[src/include/ldc_pkg.sv]
// Shared constants of the LED driver command interpreter.
// Assumes a 40 MHz system clock and a 16-bit serial command word.
package ldc_pkg;
  localparam int WORD_W = 16;
  localparam int CHANNELS = 16;
  localparam int CLK_PERIOD_NS = 25;
  localparam int CLK_HZ = 40000000;
  // Wake time from both standby modes, in ns, and its cycle count rounded up.
  localparam int WAKE_TIME_NS = 30000;
  localparam int WAKE_CYCLES = (WAKE_TIME_NS + CLK_PERIOD_NS - 1) / CLK_PERIOD_NS;
  // Reference clock loss time, in seconds.
  localparam int LOSS_TIME_S = 1;
  localparam int LOSS_CYCLES = LOSS_TIME_S * CLK_HZ;
  // Command codes: strobe-high shift clock pulse counts, pairs of two.
  localparam logic [4:0] CNT_WORD_LOAD_MAX = 5'h02;
  localparam logic [4:0] CNT_LOAD_START_MAX = 5'h04;
  localparam logic [4:0] CNT_FIRST_STATE_MIN = 5'h0D;
  localparam logic [4:0] CNT_FIRST_STATE_MAX = 5'h0E;
  localparam logic [4:0] CNT_SECOND_STATE_MIN = 5'h0F;
  localparam logic [4:0] CNT_SECOND_STATE_MAX = 5'h10;
  // Field positions of the first setting word.
  localparam int GAIN_RANGE_POS = 15;
  localparam int GAIN_CODE_LSB = 8;
  localparam int RES_LSB = 2;
  localparam int INIT_POS = 1;
  localparam int STANDBY1_POS = 0;
  // Field positions of the second setting word.
  localparam int THERMAL_OFF_POS = 15;
  localparam int LOSS_OFF_POS = 14;
  localparam int OPEN_ON_POS = 13;
  localparam int SHORT_ON_POS = 12;
  localparam int ASYNC_POS = 11;
  localparam int DIVIDED_POS = 10;
  localparam int STANDBY2_POS = 9;
  localparam int SHORT_LEVEL_POS = 8;
  localparam int DELAY_OFF_POS = 7;
  localparam int OUT_EDGE_POS = 6;
  // Reset values: gain code 43 is 100 percent in the high range.
  localparam logic [15:0] FIRST_STATE_RESET = 16'h2B00;
  localparam logic [15:0] SECOND_STATE_RESET = 16'h0000;
  localparam logic [1:0] RES_16 = 2'h0;
  // Gain in hundredths of a percent: low end and span of each range.
  localparam logic [15:0] LOW_GAIN_MIN = 16'h034E;
  localparam logic [15:0] LOW_GAIN_SPAN = 16'h0DDE;
  localparam logic [15:0] HIGH_GAIN_MIN = 16'h128E;
  localparam logic [15:0] HIGH_GAIN_SPAN = 16'h3CA0;
  localparam logic [15:0] GAIN_CODE_TOP = 16'h007F;
  // Division mode splits a period into 128 segments.
  localparam int DIV_BITS = 7;
endpackage

[src/core/ldc_core.sv]
// Serial command interpreter, PWM data loader and PWM engine of a 16-channel LED sink driver.
// Assumes all serial pins and the grayscale reference clock are asynchronous to clk.
`timescale 1ns/100ps

module ldc_fifo #(
  parameter int WIDTH = 17,
  parameter int DEPTH = 8
) (
  // Clock and control.
  input wire logic clk,
  input wire logic rst_n,
  input wire logic clkEn,
  // Fill side.
  input wire logic inValid,
  output logic inReady,
  input wire logic [WIDTH-1:0] inData,
  // Drain side.
  output logic outValid,
  input wire logic outReady,
  output logic [WIDTH-1:0] outData
);
  localparam int AW = $clog2(DEPTH);
  logic [WIDTH-1:0] mem [DEPTH];
  logic [AW-1:0] wrPtr;
  logic [AW-1:0] rdPtr;
  logic [AW:0] fill;
  logic doPush;
  logic doPop;

  assign inReady = (fill != (AW + 1)'(DEPTH));
  assign outValid = (fill != '0);
  assign outData = mem[rdPtr];
  assign doPush = inValid && inReady && clkEn;
  assign doPop = outValid && outReady && clkEn;

  always_ff @(posedge clk) begin
    if (doPush) begin
      mem[wrPtr] <= inData;
    end
  end

  always_ff @(posedge clk) begin
    if (!rst_n) begin
      wrPtr <= '0;
      rdPtr <= '0;
      fill <= '0;
    end else begin
      if (doPush) begin
        wrPtr <= (wrPtr == AW'(DEPTH - 1)) ? '0 : wrPtr + 1'b1;
      end
      if (doPop) begin
        rdPtr <= (rdPtr == AW'(DEPTH - 1)) ? '0 : rdPtr + 1'b1;
      end
      fill <= fill + (AW + 1)'(doPush) - (AW + 1)'(doPop);
    end
  end
endmodule

module ldc_core
  import ldc_pkg::*;
#(
  parameter int LOSS_LIMIT = LOSS_CYCLES,
  parameter int FIFO_DEPTH = 8
) (
  // Clock, reset and freeze.
  input wire logic clk,
  input wire logic rst_n,
  input wire logic clkEn,
  // Serial command pins.
  input wire logic serialIn,
  input wire logic shiftClock,
  input wire logic commandStrobe,
  output logic serialOut,
  // Grayscale reference clock pin.
  input wire logic grayscaleRefClock,
  // Channel drive, high means the sink is on.
  output logic [CHANNELS-1:0] sinkChannel,
  // Settings for the analog section.
  output logic [15:0] gainHundredths,
  output logic thermalShutdownEnable,
  output logic openDetectEnable,
  output logic shortDetectEnable,
  output logic shortLevelTwo,
  output logic lowPower,
  output logic wakeBusy
);
  typedef enum logic [2:0] {
    CMD_NONE = 3'b000,
    CMD_WORD_LOAD = 3'b001,
    CMD_LOAD_START = 3'b010,
    CMD_FIRST_STATE = 3'b011,
    CMD_SECOND_STATE = 3'b100
  } ldc_cmd_t;

  // Fixed stagger order: position of each channel in the switching sequence.
  function automatic logic [3:0] orderPos(input int ch);
    case (ch)
      0: orderPos = 4'h0;  15: orderPos = 4'h1;  7: orderPos = 4'h2;  8: orderPos = 4'h3;
      1: orderPos = 4'h4;  14: orderPos = 4'h5;  6: orderPos = 4'h6;  9: orderPos = 4'h7;
      2: orderPos = 4'h8;  13: orderPos = 4'h9;  5: orderPos = 4'hA;  10: orderPos = 4'hB;
      3: orderPos = 4'hC;  12: orderPos = 4'hD;  4: orderPos = 4'hE;  default: orderPos = 4'hF;
    endcase
  endfunction

  // Mask of counter bits in use for a resolution code.
  function automatic logic [15:0] resMask(input logic [1:0] res);
    case (res)
      2'h0: resMask = 16'hFFFF;
      2'h1: resMask = 16'h3FFF;
      2'h2: resMask = 16'h0FFF;
      default: resMask = 16'h03FF;
    endcase
  endfunction

  // Slot position of a count in division mode: low seven bits pick the segment.
  function automatic logic [15:0] divPos(input logic [15:0] c, input logic [1:0] res);
    case (res)
      2'h0: divPos = {c[DIV_BITS-1:0], c[15:DIV_BITS]};
      2'h1: divPos = {2'h0, c[DIV_BITS-1:0], c[13:DIV_BITS]};
      2'h2: divPos = {4'h0, c[DIV_BITS-1:0], c[11:DIV_BITS]};
      default: divPos = {6'h0, c[DIV_BITS-1:0], c[9:DIV_BITS]};
    endcase
  endfunction

  // Two-flop synchronisers for the four pins, plus a third stage for edges.
  logic [3:0] syncA;
  logic [3:0] syncB;
  logic [3:0] syncC;
  always_ff @(posedge clk) begin
    if (!rst_n) begin
      syncA <= '0;
      syncB <= '0;
      syncC <= '0;
    end else if (clkEn) begin
      syncA <= {grayscaleRefClock, commandStrobe, shiftClock, serialIn};
      syncB <= syncA;
      syncC <= syncB;
    end
  end
  logic sckRise;
  logic sckFall;
  logic strobeFall;
  logic refRise;
  assign sckRise = syncB[1] && !syncC[1];
  assign sckFall = !syncB[1] && syncC[1];
  assign strobeFall = !syncB[2] && syncC[2];
  assign refRise = syncB[3] && !syncC[3];

  logic initPulse;
  logic softRst;
  assign softRst = !rst_n || initPulse;

  // Shift register and strobe-high pulse counter.
  logic [WORD_W-1:0] shiftReg;
  logic [4:0] pulseCnt;
  logic [15:0] firstState;
  logic [15:0] secondState;
  always_ff @(posedge clk) begin
    if (softRst) begin
      shiftReg <= '0;
      pulseCnt <= '0;
    end else if (clkEn) begin
      if (sckRise && !syncB[2]) begin
        shiftReg <= {shiftReg[WORD_W-2:0], syncB[0]};
      end
      if (strobeFall) begin
        pulseCnt <= '0;
      end else if (sckRise && syncB[2] && pulseCnt != 5'h1F) begin
        pulseCnt <= pulseCnt + 5'h01;
      end
    end
  end

  // Serial output follows the shift register MSB on the chosen edge.
  always_ff @(posedge clk) begin
    if (softRst) begin
      serialOut <= 1'b0;
    end else if (clkEn) begin
      if (secondState[OUT_EDGE_POS] ? sckFall : sckRise) begin
        serialOut <= shiftReg[WORD_W-1];
      end
    end
  end

  ldc_cmd_t cmdCode;
  always_comb begin
    cmdCode = CMD_NONE;
    if (strobeFall) begin
      if (pulseCnt != 5'h00 && pulseCnt <= CNT_WORD_LOAD_MAX) begin
        cmdCode = CMD_WORD_LOAD;
      end else if (pulseCnt > CNT_WORD_LOAD_MAX && pulseCnt <= CNT_LOAD_START_MAX) begin
        cmdCode = CMD_LOAD_START;
      end else if (pulseCnt >= CNT_FIRST_STATE_MIN && pulseCnt <= CNT_FIRST_STATE_MAX) begin
        cmdCode = CMD_FIRST_STATE;
      end else if (pulseCnt >= CNT_SECOND_STATE_MIN && pulseCnt <= CNT_SECOND_STATE_MAX) begin
        cmdCode = CMD_SECOND_STATE;
      end
    end
  end

  // State-setting registers; the init bit itself is never stored.
  always_ff @(posedge clk) begin
    if (softRst) begin
      firstState <= FIRST_STATE_RESET;
      secondState <= SECOND_STATE_RESET;
      initPulse <= 1'b0;
    end else if (clkEn) begin
      initPulse <= (cmdCode == CMD_FIRST_STATE) && shiftReg[INIT_POS];
      if (cmdCode == CMD_FIRST_STATE) begin
        firstState <= shiftReg & ~(16'h0001 << INIT_POS);
      end
      if (cmdCode == CMD_SECOND_STATE) begin
        secondState <= shiftReg;
      end
    end
  end

  logic [31:0] gainProd;
  assign gainProd = {25'h0, firstState[GAIN_CODE_LSB +: 7]}
                    * (firstState[GAIN_RANGE_POS] ? {16'h0, LOW_GAIN_SPAN} : {16'h0, HIGH_GAIN_SPAN});
  always_ff @(posedge clk) begin
    if (softRst) begin
      gainHundredths <= '0;
    end else if (clkEn) begin
      gainHundredths <= (firstState[GAIN_RANGE_POS] ? LOW_GAIN_MIN : HIGH_GAIN_MIN)
                        + 16'(gainProd / {16'h0, GAIN_CODE_TOP});
    end
  end

  assign thermalShutdownEnable = !secondState[THERMAL_OFF_POS];
  assign openDetectEnable = secondState[OPEN_ON_POS];
  assign shortDetectEnable = secondState[SHORT_ON_POS];
  assign shortLevelTwo = secondState[SHORT_LEVEL_POS];

  // PWM words queue up; the last flag marks a load-and-start.
  logic pushValid;
  logic pushReady;
  logic [WORD_W:0] pushWord;
  logic popValid;
  logic popReady;
  logic [WORD_W:0] popWord;
  always_ff @(posedge clk) begin
    if (softRst) begin
      pushValid <= 1'b0;
      pushWord <= '0;
    end else if (clkEn) begin
      if ((cmdCode == CMD_WORD_LOAD || cmdCode == CMD_LOAD_START) && !pushValid) begin
        pushValid <= 1'b1;
        pushWord <= {cmdCode == CMD_LOAD_START, shiftReg};
      end else if (pushReady) begin
        pushValid <= 1'b0;
      end
    end
  end

  ldc_fifo #(.WIDTH(WORD_W + 1), .DEPTH(FIFO_DEPTH)) wordQueue (
    .clk(clk),
    .rst_n(!softRst),
    .clkEn(clkEn),
    .inValid(pushValid),
    .inReady(pushReady),
    .inData(pushWord),
    .outValid(popValid),
    .outReady(popReady),
    .outData(popWord)
  );

  // Channel data registers, filled in channel order.
  logic [15:0] pwmData [CHANNELS];
  logic [15:0] activeData [CHANNELS];
  logic [3:0] loadIdx;
  logic startPending;
  logic running;
  logic periodDone;
  logic startGo;
  logic [15:0] pwmCount;
  // Loading stalls while a start waits, so a pending start keeps its data.
  assign popReady = !startPending;
  always_ff @(posedge clk) begin
    if (softRst) begin
      loadIdx <= '0;
      startPending <= 1'b0;
      for (int i = 0; i < CHANNELS; i++) begin
        pwmData[i] <= '0;
      end
    end else if (clkEn) begin
      if (popValid && popReady) begin
        pwmData[loadIdx] <= popWord[WORD_W-1:0];
        loadIdx <= popWord[WORD_W] ? 4'h0 : loadIdx + 4'h1;
        startPending <= popWord[WORD_W];
      end else if (startGo) begin
        startPending <= 1'b0;
      end
    end
  end

  // Sync waits for period end, async restarts at once.
  assign periodDone = running && refRise && (pwmCount == resMask(firstState[RES_LSB +: 2]));
  assign startGo = startPending && (!running || secondState[ASYNC_POS] || periodDone);

  always_ff @(posedge clk) begin
    if (softRst) begin
      running <= 1'b0;
      pwmCount <= '0;
      for (int i = 0; i < CHANNELS; i++) begin
        activeData[i] <= '0;
      end
    end else if (clkEn) begin
      if (startGo) begin
        running <= 1'b1;
        pwmCount <= '0;
        activeData <= pwmData;
      end else if (periodDone) begin
        running <= 1'b0;
      end else if (running && refRise) begin
        pwmCount <= pwmCount + 16'h0001;
      end
    end
  end

  logic [15:0] slotPos;
  logic [CHANNELS-1:0] rawOn;
  always_comb begin
    slotPos = secondState[DIVIDED_POS] ? divPos(pwmCount, firstState[RES_LSB +: 2])
                                       : (pwmCount & resMask(firstState[RES_LSB +: 2]));
    for (int i = 0; i < CHANNELS; i++) begin
      rawOn[i] = running && (slotPos < (activeData[i] & resMask(firstState[RES_LSB +: 2])));
    end
  end

  logic refSeen;
  logic forcedOff;
  logic [31:0] lossCnt;
  always_ff @(posedge clk) begin
    if (softRst) begin
      refSeen <= 1'b0;
      forcedOff <= 1'b0;
      lossCnt <= '0;
    end else if (clkEn) begin
      if (refRise) begin
        refSeen <= 1'b1;
        forcedOff <= 1'b0;
        lossCnt <= '0;
      end else if (refSeen && !secondState[LOSS_OFF_POS]) begin
        if (lossCnt >= 32'(LOSS_LIMIT - 1)) begin
          forcedOff <= 1'b1;
        end else begin
          lossCnt <= lossCnt + 32'h1;
        end
      end else begin
        forcedOff <= 1'b0;
        lossCnt <= '0;
      end
    end
  end

  // Staggered channel switching in fixed order.
  logic [3:0] stagger;
  always_ff @(posedge clk) begin
    if (softRst) begin
      stagger <= '0;
      sinkChannel <= '0;
    end else if (clkEn) begin
      stagger <= stagger + 4'h1;
      for (int i = 0; i < CHANNELS; i++) begin
        if (forcedOff) begin
          sinkChannel[i] <= 1'b0;
        end else if (secondState[DELAY_OFF_POS] || stagger == orderPos(i)) begin
          sinkChannel[i] <= rawOn[i] && !lowPower;
        end
      end
    end
  end

  // Standby one ends on a word load; standby two follows data registers one and three.
  logic standbyOne;
  logic standbyTwo;
  logic [10:0] wakeCnt;
  always_ff @(posedge clk) begin
    if (softRst) begin
      standbyOne <= 1'b0;
      standbyTwo <= 1'b0;
      lowPower <= 1'b0;
      wakeCnt <= '0;
      wakeBusy <= 1'b0;
    end else if (clkEn) begin
      if (cmdCode == CMD_FIRST_STATE && shiftReg[STANDBY1_POS]) begin
        standbyOne <= 1'b1;
      end else if (cmdCode == CMD_WORD_LOAD) begin
        standbyOne <= 1'b0;
      end
      standbyTwo <= secondState[STANDBY2_POS] && firstState[RES_LSB +: 2] == RES_16
                    && pwmData[1] == '0 && pwmData[3] == '0;
      lowPower <= standbyOne || standbyTwo;
      if (lowPower && !(standbyOne || standbyTwo)) begin
        wakeBusy <= 1'b1;
        wakeCnt <= 11'(WAKE_CYCLES - 1);
      end else if (wakeCnt != '0) begin
        wakeCnt <= wakeCnt - 11'h001;
      end else begin
        wakeBusy <= 1'b0;
      end
    end
  end
endmodule

[config.mk]
export PLATFORM = sky130hd
export DESIGN_NAME = ldc_core
export DESIGN_NICKNAME = d
export VERILOG_FILES = /design/src/include/ldc_pkg.sv /design/src/core/ldc_core.sv
export SDC_FILE = /design/constraint.sdc
export NUM_CORES = 2
export LEC_CHECK = 0
export BUFFER_PORTS_ARGS = -buffer_cell sky130_fd_sc_hd__buf_2
export CAP_MARGIN = 20
export CORE_MARGIN = 2
export CORE_UTILIZATION = 60
export CTS_BUF_LIST = sky130_fd_sc_hd__clkbuf_4
export CTS_CLUSTER_SIZE = 20
export DETAILED_ROUTE_END_ITERATION = 6
export PLACE_DENSITY_LB_ADDON = 0.25
export SKIP_CTS_REPAIR_TIMING = 1
export SKIP_LAST_GASP = 1
export SLEW_MARGIN = 30
export SYNTH_ARGS = -nofsm -noshare
export SYNTH_HDL_FRONTEND = slang
export SYNTH_SLANG_ARGS = --single-unit
[constraint.sdc]
create_clock -name clk -period 13.2 [get_ports clk]
set_clock_uncertainty 0.1 [all_clocks]
set_input_delay 1.32 -clock clk [delete_from_list [all_inputs] [get_ports clk]]
set_output_delay 1.32 -clock clk [all_outputs]
set_load 0.03 [all_outputs]
==> metrics.md <==
| Metric | Value |
|---|---|
| Worst hold margin | 0.298 ns |
| Leak Pwr | 17.2 nW |
| Post-layout min period | 12.84 ns |
| FF-to-FF Start | firstState[15] |
| Final Hold Viols | 0 |
| H-tree levels | 4 |
| Post-synthesis async set-or-reset flop share | 0% |
| Period utilization | 97.3% |
| WL final | 105 mm |
| Die H | 272 um |
| Share of the synthesized area in the top cell type | 32.7% |
| Initial DRT Pass Iterations | 6 |
| Peak supply drop | 0.000131 V |
| CP most frequent cell | buf_4 |
| First DRT Iteration DRCs | 2263 |
| Multi-input gate area | 23600 um2 |
| Worst setup path startpoint | firstState[15] |
| Wire per inst | 17.1 um |
| Gate Count Post-Synth | 4912 |
| Status | finished clean |
| Total Nets Final | 5430 |
| Number of global-route vias before repair | 32900 |
| Part of the Yosys area used for sequential elements | 42.2% |
| Fillers | 5828 |
| Clock buffer depth | 3 |
| Final setup violating endpoints | 0 |
| Port Buf Inserts | 45 |
| Worst-case reg-to-reg path depth | 51 |
| Largest cells by area after synthesis | dfxtp_1 33%, ha_1 9.7%, edfxtp_1 9.5% |
| Die area | 73900 um2 |
| Initial antenna violation count | 2 |
| R2R Setup Slk | 0.36 ns |
| Critical path required time | 13.96 ns |
| Largest net degree at the start of global routing | 243 |
| Post-synth EDFFs | 136 |
| Critical Path AT | 13.59 ns |
| Syn Nets | 5291 |
| Worst Hold Class | flop to flop |
| FMAX | 77.9 MHz |
| Slowest-stage cell, CP | fa_1 |
| Seq. cell area | 18200 um2 |
| Cts bufs inserted | 204 |
| Max-slew headroom | 30.9% |
| Max Cap Viol | 0 |
| Worst setup endpoint | gainHundredths[13] |
| CP max stage delay | 0.58 ns |
| # rows | 98 |
| CTS tree | yes |
| Worst Tran Pin Value | 1.01 ns |
| Syn avg cell area | 8.77 um2 |
| Startpoint types | flop |
| Setup TNS Final | 0 ns |
| Clk slew on worst S/H paths | 0.08 ns |
| Remaining global-route overflow | 0 |
| Hold_sp | pwmData[160] |
| WS Path Type | flop to flop |
| Main synth FF type | dfxtp_1 |
| CP endpoint kind | flop |
| Critical R2R Capture | gainHundredths[13] |
| Drt drc | 0 |
| Clock Latency Late Sink | 1.06 ns |
| Ys Warns | 0 |
| Clk root buf | clkbuf_4 |
| Global-route wire length before repair | 167 mm |
| GRT Util Overall | 27.8% |
| Fin cells | 6142 |
| #FFs+latches synth | 840 |
| Pins Over Slew Limit | 0 |
| Routed vias/inst | 5.69 |
| Post-DP HPWL | 67.8 mm |
| GPL Wtd Cong | 0.929 |
| Area leader, netlist | dfxtp_1 |
| Clk sink count | 840 |
| Post-DRT Antenna Nets | 0 |
| Io pins | 46 |
| Die width | 272 um |
| Dpl cells | 5771 |
| Routed vias | 35000 |
| Pwr dens | 111 nW/um2 |
| Area of the mapped netlist | 43100 um2 |
| Core area | 71200 um2 |
| Unique masters post-synth | 115 |
| Synthesis-to-layout area growth | 11.8% |
| Initial core utilization | 60.5% |
| Crit Path Max Fanout | 9 |
| Share of cells above drive strength 1 | 15.0% |
[final cells by class]
type | instances | share of cell area, %
Clock buffer | 295 | 4.60
Tap cell | 950 | 2.47
Sequential cell | 840 | 37.8
Antenna cell | 3 | 0.0156
Inverter | 266 | 2.07
Timing Repair Buffer | 216 | 3.44
Multi-Input combinational cell | 3523 | 49.1
Clock inverter | 49 | 0.559
[worst min-delay path by stage]
stage | to | depth (start not counted)
2_1_floorplan | refSeen | 2
3_3_place_gp | activeData[7] | 2
3_5_place_dp | activeData[17] | 2
4_1_cts | activeData[114] | 2
5_1_grt | activeData[128] | 2
6_report | activeData[160] | 2
[worst max-delay path: cells and delay by family, from the launching register on]
kind            cells  cell delay (ns)
fa+ha+maj           6             2.28
flops               1             0.36
simple gates       17             3.68
xor+xnor            2             0.34
buf+inv             4             0.72
compound gates     22             5.19
[where the power goes]
part           switching (mW)  leakage, nW  internal, mW
clock                    1.02         1.49          1.04
sequential             0.0393         6.89          2.65
combinational           0.417         8.86         0.181
total                    1.48         17.2          3.87
[state kept, by name, indices dropped and copies added (netlist names), 3 cells and up, named ones only]
register	flops
shiftReg	16
wordQueue.rdPtr	3
wordQueue.wrPtr	3
secondState	10
pushWord	17
syncB	4
pwmCount	16
wordQueue.fill	4
stagger	4
firstState	10
sinkChannel	16
wakeCnt	11
syncC	3
loadIdx	4
lossCnt	32
syncA	4
activeData	256
pulseCnt	5
pwmData	256
gainHundredths	16
wordQueue.mem	136
[metal layers]
layer | part of all wire [%] | vias to the layer above | track usage [%]
li1 | - | 17500 | -
met5 | 0 | - | 0
met4 | 2.4 | 0 | 10.1
met3 | 5.1 | 184 | 4.90
met1 | 44 | 16400 | 35.7
met2 | 48 | 862 | 47.1
[synth_stat cells, drive strengths merged, types with 22 or more instances]
cell,n
a211oi,276
a21oi,482
and3,22
buf,33
clkbuf,250
dfxtp,704
edfxtp,136
fa,37
ha,335
inv,264
mux2i,83
mux4,34
nand2,812
nand2b,79
nand3,56
nand4,33
nor2,508
nor2b,97
nor3,62
nor4,29
o211ai,25
o21ai,146
or3,25
xnor2,40
xor2,49
[kinds of logic (layout without fill, tap and decap cells)]
kind of cell / Yosys count / in the layout / synth area share [%]
AND/OR/NAND/NOR: 1795 / 1795 / 18.5
AO/OA/AOI/OAI: 1134 / 1134 / 17.0
flip-flops: 840 / 840 / 42.2
buffers and inverters: 549 / 826 / 4.93
adder cells (fa/ha/maj): 373 / 373 / 11.5
multiplexers: 132 / 132 / 4.11
XOR/XNOR: 89 / 89 / 1.81
other: 0 / 3 / 0
[placed cells by master, fill, tap and decap left out, types with 53 or more instances in the layout]
| cell type | instances |
|---|---|
| a211oi_1 | 269 |
| a21oi_1 | 469 |
| buf_4 | 160 |
| clkbuf_4 | 295 |
| dfxtp_1 | 700 |
| edfxtp_1 | 136 |
| ha_1 | 334 |
| inv_1 | 264 |
| mux2i_1 | 69 |
| nand2_1 | 810 |
| nand2b_1 | 77 |
| nand3_1 | 53 |
| nor2_1 | 487 |
| nor2b_1 | 94 |
| o21ai_0 | 125 |
[per-stage QoR]
step           utilization, %  setup WS, ns  power (mW)  instance area, um2
2_1_floorplan               -         0.648        3.14               43100
3_3_place_gp             62.8       -0.0519        3.32               44800
3_5_place_dp             62.9        -0.271        3.33               44800
4_1_cts                  66.4        -0.349        5.40               47300
5_1_grt                  67.6        -0.187        5.59               48200
6_report                 67.6         0.361        5.35               48200
(Power assumes the default switching activity.)
